`src/verilog/lsb_pkg.sv`:
```
// shared constants for the latching scaler bank
package lsb_pkg;
    // ------------------------------------------------------------
    // sizes
    // ------------------------------------------------------------
    localparam int CHANNELS    = 32;
    localparam int CNT_W       = 12;
    localparam int CE_W        = 20;
    localparam int ADDR_W      = 20;
    localparam int PTR_W       = 21;
    localparam int DW_W        = 24;
    localparam int MODS_W      = 5;
    localparam int MODULE_SH   = 15;  // 32k words per memory module

    localparam logic [CNT_W-1:0] CNT_ZERO = 12'h000;
    localparam logic [CNT_W-1:0] CNT_FULL = 12'hFFF;
    localparam logic [CE_W-1:0]  CE_ZERO  = 20'h00000;

    // ------------------------------------------------------------
    // timing (50 MHz reference clock)
    // ------------------------------------------------------------
    localparam int CLK_NS          = 20;
    localparam int MIN_PULSE_NS    = 160;
    localparam int MIN_PULSE_CYC   = (MIN_PULSE_NS + CLK_NS - 1) / CLK_NS;
    localparam int MIN_WINDOW_US   = 50;
    localparam int MIN_WINDOW_CYC  = (MIN_WINDOW_US * 1000 + CLK_NS - 1) / CLK_NS;
    localparam int MIN_GAP_US      = 1;
    localparam int MIN_GAP_CYC     = (MIN_GAP_US * 1000 + CLK_NS - 1) / CLK_NS;

    // ------------------------------------------------------------
    // dataway function and subaddress codes
    // ------------------------------------------------------------
    localparam logic [4:0] F_READ     = 5'h00;
    localparam logic [4:0] F_READ_ID  = 5'h06;
    localparam logic [4:0] F_READBACK = 5'h11;
    localparam logic [4:0] F_STANDBY  = 5'h18;
    localparam logic [4:0] F_ARM      = 5'h1A;
    localparam logic [3:0] A_DATA     = 4'h0;
    localparam logic [3:0] A_CE_CNT   = 4'h1;
    localparam logic [3:0] A_STATUS   = 4'h2;
    localparam logic [3:0] A_MEMORY   = 4'h3;
    localparam logic [3:0] A_CHANNELS = 4'h4;
    localparam logic [3:0] A_MAX_MULT = 4'h8;

    // status word field positions
    localparam int ST_MODE_LO = 0;
    localparam int ST_WRAP    = 2;
    localparam int ST_FULL    = 3;
    localparam logic [1:0] ST_STANDBY  = 2'h0;
    localparam logic [1:0] ST_ARMED    = 2'h1;
    localparam logic [1:0] ST_READBACK = 2'h2;

    // module identity, value arbitrary
    localparam logic [DW_W-1:0] MODULE_ID = 24'h00A5C3;

    typedef enum logic [2:0] {
        LSB_STANDBY  = 3'b001,
        LSB_ARMED    = 3'b010,
        LSB_READBACK = 3'b100
    } lsb_mode_e;
endpackage

```
`src/verilog/lsb_chan_counter.sv`:
```
// one twelve-bit scaler channel with input synchroniser
`timescale 1ns/100ps
module lsb_chan_counter
(
    // clock and reset
    input  wire logic                       ref_clk,
    input  wire logic                       srst,
    // control
    input  wire logic                       pulse_in,
    input  wire logic                       count_en,
    input  wire logic                       clear,
    input  wire logic                       wrap_en,
    // result
    output logic [lsb_pkg::CNT_W-1:0]       count_ff
);
    logic sync1_ff;
    logic sync2_ff;
    logic prev_ff;
    logic rise;

    // ------------------------------------------------------------
    // synchroniser and edge detect
    // ------------------------------------------------------------
    always_ff @(posedge ref_clk)
    begin
        if (srst)
        begin
            sync1_ff <= 1'b0;
            sync2_ff <= 1'b0;
            prev_ff  <= 1'b0;
        end
        else
        begin
            sync1_ff <= pulse_in;
            sync2_ff <= sync1_ff;
            prev_ff  <= sync2_ff;
        end
    end

    // a 160 ns pulse spans eight clocks, so no edge is missed
    assign rise = sync2_ff & ~prev_ff;

    // ------------------------------------------------------------
    // counter
    // ------------------------------------------------------------
    always_ff @(posedge ref_clk)
    begin
        if (srst || clear)
            count_ff <= lsb_pkg::CNT_ZERO;
        else if (count_en && rise)
        begin
            if (count_ff != lsb_pkg::CNT_FULL)
                count_ff <= count_ff + 12'h001;
            else if (wrap_en)
                count_ff <= lsb_pkg::CNT_ZERO;
        end
    end
endmodule // lsb_chan_counter

```
`src/verilog/lsb_scaler.sv`:
```
// latching scaler bank: mode control, window gating, memory streaming, dataway
`timescale 1ns/100ps
// Behaviour
// - each channel counter holds twelve binary bits
// - plain binary count; all ones means 4095 or more without wrap
// - with wrap selected, all ones goes to zero on pulse 4096
// - one wrap switch serves every channel
// - wrap switch shows as a status word bit
// - sample window gates all 32 channels together
// - sample window ignored outside armed mode
// - count pulses down to 160 ns, rates up to 4 MHz
// - one to 32 memory modules, up to a megaword of twelve bits
// - module count comes from a switch and reads back at subaddress A_MEMORY
// - memory shared among channels by active channel count
// - always exactly one mode: standby, armed or readback
// - standby at reset, dataway clear or initialize, standby command
// - count inputs ignored in standby
// - readback request in standby refused with Q=0
// - armed mode stores words in channel order from location zero
// - armed only: 20-bit counter of window closing edges (window_n rising)
// - memory end stops counting and windows, no wrap, full bit set
// - count inputs ignored in readback
module lsb_scaler
(
    // clock and reset
    input  wire logic                            ref_clk,
    input  wire logic                            srst,
    // front panel inputs
    input  wire logic [lsb_pkg::CHANNELS-1:0]    pulse_in,
    input  wire logic                            window_n,
    // board switches
    input  wire logic                            sw_wrap,
    input  wire logic [lsb_pkg::MODS_W-1:0]      sw_mem_mods,
    input  wire logic [lsb_pkg::MODS_W-1:0]      sw_active_ch,
    // dataway command
    input  wire logic                            dw_clear,
    input  wire logic                            cmd_valid,
    input  wire logic [4:0]                      cmd_func,
    input  wire logic [3:0]                      cmd_sub,
    input  wire logic [lsb_pkg::DW_W-1:0]        cmd_wdata,
    // dataway answer
    output logic                                 rsp_valid_ff,
    output logic                                 rsp_q_ff,
    output logic                                 rsp_x_ff,
    output logic [lsb_pkg::DW_W-1:0]             rsp_rdata_ff,
    // external memory
    output logic                                 mem_wr_en,
    output logic                                 mem_rd_en,
    output logic [lsb_pkg::ADDR_W-1:0]           mem_addr,
    output logic [lsb_pkg::CNT_W-1:0]            mem_wdata,
    input  wire logic [lsb_pkg::CNT_W-1:0]       mem_rdata
);
    lsb_pkg::lsb_mode_e            mode_ff;
    logic                          win_s1_ff;
    logic                          win_s2_ff;
    logic                          win_prev_ff;
    logic                          win_end;
    logic                          gate;
    logic                          full_ff;
    logic [lsb_pkg::CE_W-1:0]      ce_cnt_ff;
    logic [lsb_pkg::CNT_W-1:0]     shadow_ff [lsb_pkg::CHANNELS];
    logic [lsb_pkg::CNT_W-1:0]     count     [lsb_pkg::CHANNELS];
    logic                          wr_busy_ff;
    logic [4:0]                    wr_idx_ff;
    logic [lsb_pkg::PTR_W-1:0]     wr_ptr_ff;
    logic [lsb_pkg::PTR_W-1:0]     rd_ptr_ff;
    logic [8:0]                    rd_step_ff;
    logic [5:0]                    n_act;
    logic [5:0]                    n_mods;
    logic [lsb_pkg::PTR_W-1:0]     mem_size;
    logic                          is_rb_data;
    logic                          rb_ok;
    logic                          latch;
    logic                          clr_counters;

    localparam int PTR_W = lsb_pkg::PTR_W;

    // ------------------------------------------------------------
    // switch decode: a zero setting stands for 32
    // ------------------------------------------------------------
    assign n_act    = (sw_active_ch == 5'h00) ? 6'h20 : {1'b0, sw_active_ch};
    assign n_mods   = (sw_mem_mods == 5'h00) ? 6'h20 : {1'b0, sw_mem_mods};
    assign mem_size = PTR_W'({n_mods, 15'h0000});

    // ------------------------------------------------------------
    // mode control
    // ------------------------------------------------------------
    always_ff @(posedge ref_clk)
    begin
        if (srst || dw_clear)
            mode_ff <= lsb_pkg::LSB_STANDBY;
        else if (cmd_valid)
        begin
            case (cmd_func)
                lsb_pkg::F_STANDBY:  mode_ff <= lsb_pkg::LSB_STANDBY;
                lsb_pkg::F_ARM:      mode_ff <= lsb_pkg::LSB_ARMED;
                lsb_pkg::F_READBACK: mode_ff <= lsb_pkg::LSB_READBACK;
                default:             mode_ff <= mode_ff;
            endcase
        end
    end

    // ------------------------------------------------------------
    // sample window
    // ------------------------------------------------------------
    always_ff @(posedge ref_clk)
    begin
        if (srst)
        begin
            win_s1_ff   <= 1'b1;
            win_s2_ff   <= 1'b1;
            win_prev_ff <= 1'b1;
        end
        else
        begin
            win_s1_ff   <= window_n;
            win_s2_ff   <= win_s1_ff;
            win_prev_ff <= win_s2_ff;
        end
    end

    // window closing only matters when armed and memory has room
    assign win_end = (mode_ff == lsb_pkg::LSB_ARMED) && !full_ff
                     && win_s2_ff && !win_prev_ff;
    // one gate for all channels; standby and readback never count
    assign gate    = (mode_ff == lsb_pkg::LSB_ARMED) && !full_ff && !win_s2_ff;
    // a window end while the previous set still drains is not latched; the 1 us gap covers it
    assign latch   = win_end && !wr_busy_ff;
    assign clr_counters = latch || (mode_ff != lsb_pkg::LSB_ARMED);

    always_ff @(posedge ref_clk)
    begin
        if (srst || dw_clear)
            ce_cnt_ff <= lsb_pkg::CE_ZERO;
        else if (cmd_valid && (cmd_func == lsb_pkg::F_STANDBY
                               || cmd_func == lsb_pkg::F_ARM))
            ce_cnt_ff <= lsb_pkg::CE_ZERO;
        else if (win_end)
            ce_cnt_ff <= ce_cnt_ff + 20'h00001;
    end

    // ------------------------------------------------------------
    // channel counters and latch
    // ------------------------------------------------------------
    genvar gi;
    generate
        for (gi = 0; gi < lsb_pkg::CHANNELS; gi++)
        begin : g_chan
            lsb_chan_counter u_cnt
            (
                .ref_clk  (ref_clk),
                .srst     (srst),
                .pulse_in (pulse_in[gi]),
                .count_en (gate),
                .clear    (clr_counters),
                .wrap_en  (sw_wrap),
                .count_ff (count[gi])
            );

            always_ff @(posedge ref_clk)
            begin
                if (srst)
                    shadow_ff[gi] <= lsb_pkg::CNT_ZERO;
                else if (latch)
                    shadow_ff[gi] <= count[gi];
            end
        end
    endgenerate

    // ------------------------------------------------------------
    // memory writer: active channels in order, one word a clock
    // ------------------------------------------------------------
    always_ff @(posedge ref_clk)
    begin
        if (srst || dw_clear
            || (cmd_valid && (cmd_func == lsb_pkg::F_STANDBY
                              || cmd_func == lsb_pkg::F_ARM)))
        begin
            wr_busy_ff <= 1'b0;
            wr_idx_ff  <= 5'h00;
            wr_ptr_ff  <= '0;
            full_ff    <= 1'b0;
        end
        else if (wr_busy_ff)
        begin
            wr_ptr_ff <= wr_ptr_ff + 21'h000001;
            if (wr_ptr_ff + 21'h000001 >= mem_size)
            begin
                // no wrap: the rest of the set is dropped
                full_ff    <= 1'b1;
                wr_busy_ff <= 1'b0;
            end
            else if ({1'b0, wr_idx_ff} == n_act - 6'h01)
                wr_busy_ff <= 1'b0;
            wr_idx_ff <= wr_idx_ff + 5'h01;
        end
        else if (latch)
        begin
            wr_busy_ff <= 1'b1;
            wr_idx_ff  <= 5'h00;
        end
    end

    assign mem_wr_en = wr_busy_ff;
    assign mem_wdata = shadow_ff[wr_idx_ff];
    assign mem_addr  = wr_busy_ff ? wr_ptr_ff[lsb_pkg::ADDR_W-1:0]
                                  : rd_ptr_ff[lsb_pkg::ADDR_W-1:0];

    // ------------------------------------------------------------
    // readback pointer
    // ------------------------------------------------------------
    assign is_rb_data = cmd_valid && cmd_func == lsb_pkg::F_READ
                        && cmd_sub == lsb_pkg::A_DATA;
    assign rb_ok      = (mode_ff == lsb_pkg::LSB_READBACK) && (rd_ptr_ff < mem_size);
    assign mem_rd_en  = is_rb_data && rb_ok;

    always_ff @(posedge ref_clk)
    begin
        if (srst)
        begin
            rd_ptr_ff  <= '0;
            rd_step_ff <= 9'h001;
        end
        else if (cmd_valid && cmd_func == lsb_pkg::F_READBACK)
        begin
            rd_ptr_ff <= {1'b0, cmd_wdata[lsb_pkg::ADDR_W-1:0]};
            if (cmd_sub == 4'h0)
                rd_step_ff <= 9'h001;
            else if (cmd_sub > lsb_pkg::A_MAX_MULT)
                rd_step_ff <= {3'h0, n_act};
            else
                rd_step_ff <= 9'(cmd_sub * n_act);
        end
        else if (mem_rd_en)
            rd_ptr_ff <= rd_ptr_ff + {12'h000, rd_step_ff};
    end

    // ------------------------------------------------------------
    // dataway answer, one clock after the command
    // ------------------------------------------------------------
    always_ff @(posedge ref_clk)
    begin
        if (srst)
        begin
            rsp_valid_ff <= 1'b0;
            rsp_q_ff     <= 1'b0;
            rsp_x_ff     <= 1'b0;
            rsp_rdata_ff <= '0;
        end
        else
        begin
            rsp_valid_ff <= cmd_valid;
            rsp_q_ff     <= 1'b0;
            rsp_x_ff     <= 1'b0;
            rsp_rdata_ff <= '0;
            if (cmd_valid)
            begin
                rsp_x_ff <= 1'b1;
                case (cmd_func)
                    lsb_pkg::F_STANDBY, lsb_pkg::F_ARM, lsb_pkg::F_READBACK:
                        rsp_q_ff <= 1'b1;
                    lsb_pkg::F_READ_ID:
                    begin
                        rsp_q_ff     <= 1'b1;
                        rsp_rdata_ff <= lsb_pkg::MODULE_ID;
                    end
                    lsb_pkg::F_READ:
                    begin
                        rsp_q_ff <= 1'b1;
                        case (cmd_sub)
                            lsb_pkg::A_DATA:
                            begin
                                // refused with Q=0 outside readback
                                rsp_q_ff     <= rb_ok;
                                rsp_rdata_ff <= rb_ok ? {12'h000, mem_rdata} : '0;
                            end
                            lsb_pkg::A_CE_CNT:
                                rsp_rdata_ff <= {4'h0, ce_cnt_ff};
                            lsb_pkg::A_STATUS:
                            begin
                                rsp_rdata_ff[lsb_pkg::ST_MODE_LO +: 2] <=
                                    (mode_ff == lsb_pkg::LSB_ARMED) ? lsb_pkg::ST_ARMED :
                                    (mode_ff == lsb_pkg::LSB_READBACK) ?
                                        lsb_pkg::ST_READBACK : lsb_pkg::ST_STANDBY;
                                rsp_rdata_ff[lsb_pkg::ST_WRAP] <= sw_wrap;
                                rsp_rdata_ff[lsb_pkg::ST_FULL] <= full_ff;
                            end
                            lsb_pkg::A_MEMORY:
                                rsp_rdata_ff <= {19'h00000, sw_mem_mods};
                            lsb_pkg::A_CHANNELS:
                                rsp_rdata_ff <= {19'h00000, sw_active_ch};
                            default:
                            begin
                                rsp_q_ff <= 1'b0;
                                rsp_x_ff <= 1'b0;
                            end
                        endcase
                    end
                    default:
                        rsp_x_ff <= 1'b0;
                endcase
            end
        end
    end
endmodule // lsb_scaler

```
`config.mk`:
```
export PLATFORM = sky130hd
export DESIGN_NAME = lsb_scaler
export DESIGN_NICKNAME = d
export VERILOG_FILES = /design/src/verilog/lsb_pkg.sv /design/src/verilog/lsb_chan_counter.sv /design/src/verilog/lsb_scaler.sv
export SDC_FILE = /design/constraint.sdc
export NUM_CORES = 2
export LEC_CHECK = 0
export BUFFER_PORTS_ARGS = -buffer_cell sky130_fd_sc_hd__buf_2
export CAP_MARGIN = 20
export CORE_MARGIN = 5
export CORE_UTILIZATION = 63
export DETAILED_ROUTE_END_ITERATION = 7
export GPL_TIMING_DRIVEN = 0
export PLACE_DENSITY = 0.88
export REMOVE_ABC_BUFFERS = 1
export SYNTH_ARGS = -nofsm -noshare
export SYNTH_HDL_FRONTEND = slang
export SYNTH_HIERARCHICAL = 1
export SYNTH_SLANG_ARGS = --single-unit
```
`constraint.sdc`:
```
create_clock -name ref_clk -period 41 [get_ports ref_clk]
set_input_delay 12.3 -clock ref_clk [delete_from_list [all_inputs] [get_ports ref_clk]]
set_output_delay 12.3 -clock ref_clk [all_outputs]
set_load 0.05 [all_outputs]
```
Word-level counts from Yosys, hierarchy flattened

Memory sizes are Yosys's and may differ from the RTL's. A register that Yosys moved wholly into a read port is not among the register bits.
Index checks and enable logic that the tools add are counted.

Bits of input ports: 93
Logic and storage cells: 553
Bits in registers: 591
Bits in writable memories: 384
Output and inout port bits: 61
Memories: 1

Add/subtract/negate cells: 37
Bitwise logic cells: 97
$lt $le $gt $ge: 3
Reduce and logical (&&, ||, !) cells: 131
Multipliers: 1
Equality and inequality tests: 44
Mux-type cells: 95

Memory list:

| memory    | words | width | read ports | clocked after Yosys merged registers in | write ports | line             | RTL |
|---|---|---|---|---|---|---|---|
| shadow_ff | 32    | 12    | 1          | 1                                       | 32          | lsb_scaler.sv:61 | `logic [lsb_pkg::CNT_W-1:0] shadow_ff [lsb_pkg::CHANNELS];` |

Operator list:

| cell                  | number |
|---|---|
| $mux 12               | 66 |
| $add 12x1->12 const B | 32 |
| $ne 12x12->1 const B  | 32 |
| $reduce_and 2->1      | 34 |
| $reduce_bool 2->1     | 34 |
| $pmux 16 s4           | 1 |
| $mux 20               | 3 |
| $logic_and 1x1->1     | 43 |
| $pmux 20 s2           | 1 |
| $not 1->1             | 33 |
| $and 1x1->1           | 32 |
| $or 1x1->1            | 32 |
| $add 21x1->21 const B | 1 |
| $add 21x9->21         | 1 |
| $ge 21x21->1          | 1 |
| $lt 21x21->1          | 1 |
| $add 20x1->20 const B | 1 |
| $mux 5                | 4 |
| $pmux 4 s5            | 1 |
| $mux 9                | 2 |
| $eq 5x5->1 const B    | 3 |
| $logic_not 5->1       | 3 |
| $mux 6                | 2 |
| $mul 4x6->9           | 1 |
| 22 further kinds      | 44 |

Logic depth before layout (Yosys ltp)

Depth in word-level cells: 9
Mapped depth: 14
Mapped depth without buffers: 13

Hierarchy

The synthesis kept the hierarchy.

Modules (own cells, without submodules):

| module           | sequential area each (sq um) | area an instance (sq um) | times used | cells an instance |
|---|---|---|---|---|
| lsb_chan_counter | 300.3                        | 764.5                    | 32         | 90 |
| lsb_scaler       | 13773.2                      | 23892.9                  | 1          | 1805 |

Worst setup path after synthesis

OpenSTA, ideal clock, no wires.

Path type: register to register
Start point: register wr_busy_ff, in the netlist mem_wr_en
End point: memory shadow_ff[0][0] (netlist bit), enable pin
Stages on the path, launching flop included: 4
Setup time: 1663 ps
Arrival time: 27685 ps
Path buffers: 2
Period minus slack after synthesis: 29349 ps
Data required time: 39337 ps
Slack: 11651 ps
Path through: dfxtp_1 -> clkbuf_1 -> clkbuf_1 -> o21ai_0

RTL lines:

| item                   | line              | RTL |
|---|---|---|
| from (decl)            | lsb_scaler.sv:63  | `logic wr_busy_ff;` |
| from (signal assigned) | lsb_scaler.sv:179 | `wr_busy_ff <= 1'b0;` |
| from (signal assigned) | lsb_scaler.sv:191 | `wr_busy_ff <= 1'b0;` |
| from (signal assigned) | lsb_scaler.sv:194 | `wr_busy_ff <= 1'b0;` |
| to (decl)              | lsb_scaler.sv:61  |  |

Worst setup path in the final report

Start point: input port sw_mem_mods[3] (netlist bit)
End point: output port mem_rd_en

Longest elaborated chain between the ends: 5

Ends and longest elaborated chain:

| item                | line              | RTL |
|---|---|---|
| from (decl)         | lsb_scaler.sv:33  | `input wire logic [lsb_pkg::MODS_W-1:0] sw_mem_mods,` |
| $logic_not 5->1     | lsb_scaler.sv:82  | `assign n_mods = (sw_mem_mods == 5'h00) ? 6'h20 : {1'b0, sw_mem_mods};` |
| $mux 6 *            | lsb_scaler.sv:82  |  |
| $lt 21x21->1 *      | lsb_scaler.sv:214 | `assign rb_ok = (mode_ff == lsb_pkg::LSB_READBACK) && (rd_ptr_ff < mem_size);` |
| $logic_and 1x1->1 * | lsb_scaler.sv:214 |  |
| $logic_and 1x1->1 * | lsb_scaler.sv:215 | `assign mem_rd_en = is_rb_data && rb_ok;` |
| to (decl)           | lsb_scaler.sv:48  | `output logic mem_rd_en,` |

Every way passes the cells marked *; elsewhere a longest branch is shown, timed or not.

==> metrics.md <==
| Metric | Value |
|---|---|
| Cells after DPL | 5700 |
| Synth Register Bits | between 900 and 1000 |
| Initial cell density of the core | a little under two thirds |
| Total Routed Length | between 100000 and 150000 µm |
| Finished Layout Cells | 5888 |
| IO Port Bufs | between 100 and 150 |
| Synth async-reset ratio | 0% |
| H-tree depth | 3 |
| Final period util | between 60% and 70% |
| Critical hold path startpoint | g_chan[31].u_cnt/sync1_ff |
| Diodes inserted | 0 |
| Ys flop type | dfxtp_1 |
| Pint | ~0.0016 W |
| Failing checks | DRC |
| Vias per cell | about 6.8 |
| Final Slew Violations | 0 |
| CTS resizes | 0 |
| Fin util | 70.9% |
| Syn. warnings | 6 |
| Worst setup path startpoint | sw_mem_mods[3] |
| Die width | between 200 and 300 µm |
| R2R cell count | 13 |
| Pwr Density | between 30 and 40 nW/µm² |
| Clk_skew | approximately 31 ps |
| Worst vdd ir | between 0.03 and 0.04 mV |
| Vias | a little under 40000 |
| CP Launch Type | input port |
| Row count | 101 |
| Setup TNS | 0 ps |
| Clk Latency, worst-skew pair | approximately 660 ps |
| Setup bufs post-CTS | 0 |
| Core Box Area | about 76000 µm² |
| Initial drt markers | 5215 |
| Routed Antenna Nets | 0 |
| Outcome | finished, violations left |
| Worst slew pin tran | between 1000 and 1500 ps |
| Vias in the first global route | roughly 37000 |
| Gate power share | 3.0% |
| Fmax | approximately 37 MHz |
| Clk buf depth | 3 |
| R2R setup slack | between 30000 and 40000 ps |
| Chip height | between 200 and 300 µm |
| P&R area growth vs syn | 11.6% |
| Seq/Total Area, Yosys | ~48% |
| # nets final | a little under 5000 |
| CP endpoint kind | output pin |
| Switching Fraction | about 22% |
| Avg Cell Area, Syn | 10.3 µm² |
| Crit Path Class | input port to output pin |
| First-pass GRT wire length | about 200000 µm |
| Total GRT Usage | around 30% |
| Die area | around 80000 µm² |
| Drt drc | 5 |
| Synth cell types | 70 |
| Final Hold Viols | 0 |
| Layout cells sized above 1 | 16.8% |
| Hold_buf cts | 0 |
| CP Max Fanout | 14 |
| Synth Cell Area | roughly 48000 µm² |
| Final RePlAce weighted congestion | slightly above 0.9 |
| Mapped Cells | roughly 4700 |
| Initial antenna violation count | 4 |
| Reg-to-reg endpoint | mem_wr_en |
| Setup violators final | 0 |
| Fin area | between 50000 and 60000 µm² |
| R2r startpoint | wr_ptr_ff[0] |
| Max Cap Violations | 0 |
| Relative slew slack | between 20 and 25% |
| I/O pin count | 154 |
| DP HPWL | 83200 µm |
| RSZ-0062 raised after global routing | no |
| CTS root buf | clkbuf_16 |
| Router iterations before antenna repair | 8 |
| EDFF count, synth | about 380 |
| Sequential Power Share | roughly 50% |
| Critical path required time | approximately 29000 ps |
| Placed Area | 50600 µm² |
| Clock transition at path regs | approximately 60 ps |
| Hold WC Path Type | flip-flop to flip-flop |
| Largest net degree at the start of global routing | approximately 130 |
| Signal arrival time at the worst endpoint | around 15000 ps |
| Sw power | between 0.0004 and 0.0005 W |
| Total CTS buffers | between 90 and 100 |
| GRT Residual Overflow | 0 |
| Avg WL per Cell | roughly 21 µm |
| Total chip power | ~0.0020 W |
| Leak Pwr | roughly 18 nW |
| Fin crit period | roughly 27000 ps |
| Setup crit end | mem_rd_en |
| CTS tree | yes |
| Clk pwr share | between 40% and 50% |
| CTS Sinks | ~980 |
## through the flow
stage / setup WS, ps / hold slack [ps]
detailed placement: 14120 / 413
finish: 14100 / 434
global placement: 1140 / 397
global route: 13880 / 446
CTS: 14110 / 431
floorplan: 11230 / 389
## worst min-delay path by stage
stage	cells after the start	slack [ps]	end
after floorplan	1	390	win_s2_ff
after global placement	1	400	win_s2_ff
after detailed placement	1	410	win_s2_ff
after CTS	1	430	win_s2_ff
after global routing	1	450	win_s2_ff
final	1	430	g_chan[31].u_cnt/sync2_ff
## registers in the layout, indices dropped and copies added (netlist names), named ones only
signal and cells:
g_chan.u_cnt/prev_ff 32, mem_wr_en 1, win_s2_ff 1, wr_idx_ff 5, g_chan.u_cnt/sync1_ff 32, rsp_q_ff 1, g_chan.u_cnt/count_ff 384, rd_step_ff 9
rsp_x_ff 1, mode_ff 3, g_chan.u_cnt/sync2_ff 32, shadow_ff 384, wr_ptr_ff 21, win_s1_ff 1, rsp_rdata_ff 20, rd_ptr_ff 21
win_prev_ff 1, rsp_valid_ff 1, full_ff 1, ce_cnt_ff 20
## worst max-delay path, stage by stage
cell and delay, ps:
buf_2 120, nor4_1 270, nand2_1 130, ha_1 300, a21oi_1 230, nand3_1 120, a211o_1 500, inv_2 300
buf_2 320
## cells by family (layout without fill, tap and decap cells)
| logic type | after synthesis | count (layout) | share of synthesized area [%] |
|---|---|---|---|
| AOI/OAI and AO/OA | 1046 | 1046 | 13.5 |
| and+or+nand+nor | 1998 | 1998 | 24.4 |
| DFF | 976 | 976 | 48.4 |
| buffers and inverters | 314 | 484 | 3.02 |
| muxes | 188 | 188 | 7.07 |
| adders and majority gates | 78 | 78 | 2.16 |
| other | 1 | 4 | 0.00775 |
| xor gates and xnor gates | 84 | 84 | 1.52 |
## area by class of cell
type | instances | area [µm²]
clock inverters | 48 | 462
clock buffers | 139 | 2870
flip-flops and latches | 976 | 23400
fillers | 5068 | 22100
inverters | 68 | 255
multi-input cells | 3398 | 23800
repair buffers | 229 | 1910
well taps | 1030 | 1290
## cell usage after synthesis, types with 67 or more instances
library cell	n	area (µm²)
a21oi_1	351	1760
a311oi_1	75	657
and2_1	409	2560
and3_1	72	450
buf_4	71	533
clkbuf_1	159	597
dfxtp_1	592	11900
edfxtp_1	384	11500
ha_1	69	863
inv_1	67	251
mux4_2	120	2700
nand2_1	236	886
nand3_1	225	1130
nand4_1	114	713
nor2_1	233	875
nor2b_1	104	651
nor4_1	69	432
o21ai_0	291	1460
o31ai_1	97	728
## power groups by stage
| stage | logic [W] | registers [W] | clock network (W) |
|---|---|---|---|
| 2_1_floorplan | 0.0000308 | 0.00107 | 0 |
| 3_3_place_gp | 0.0000525 | 0.00108 | 0 |
| 3_5_place_dp | 0.0000598 | 0.00105 | 0 |
| 4_1_cts | 0.0000604 | 0.00103 | 0.000932 |
| 5_1_grt | 0.0000647 | 0.00103 | 0.000980 |
| 6_report | 0.0000612 | 0.00103 | 0.000922 |
## layer usage
layer	global-route usage, %	part of all wire [%]	up-vias
met1	39.4	38	19000
li1	-	-	18000
met3	4.27	9.0	462
met4	12.9	4.9	8
met5	0	0.038	-
met2	48.7	48	2296
## placed cells by master (no fill, tap or decap), types with 34 or more instances in the layout
cell / synthesis / final
nor2_1: 233 / 233
and2_1: 409 / 409
a311oi_1: 75 / 75
xor2_1: 40 / 40
o31ai_1: 97 / 97
nand3b_1: 64 / 64
a21oi_1: 351 / 351
nand3_1: 225 / 225
buf_2: 5 / 143
dfxtp_1: 592 / 588
mux2i_1: 39 / 39
nor2b_1: 104 / 104
or2_2: 36 / 36
a31oi_1: 38 / 38
a41oi_1: 34 / 34
nand2b_1: 38 / 38
mux4_2: 120 / 120
and4_1: 37 / 37
clkbuf_16: 0 / 104
a211oi_1: 44 / 44
nand2_1: 236 / 236
o31a_1: 34 / 34
inv_1: 67 / 67
and3_1: 72 / 72
or4_2: 64 / 64
nor3_1: 54 / 52
or3_2: 64 / 64
nand4_1: 114 / 114
nor4_1: 69 / 37
xnor2_1: 44 / 44
o21ai_0: 291 / 289
edfxtp_1: 384 / 384
ha_1: 69 / 69
Power figures use the tool's default switching activity.
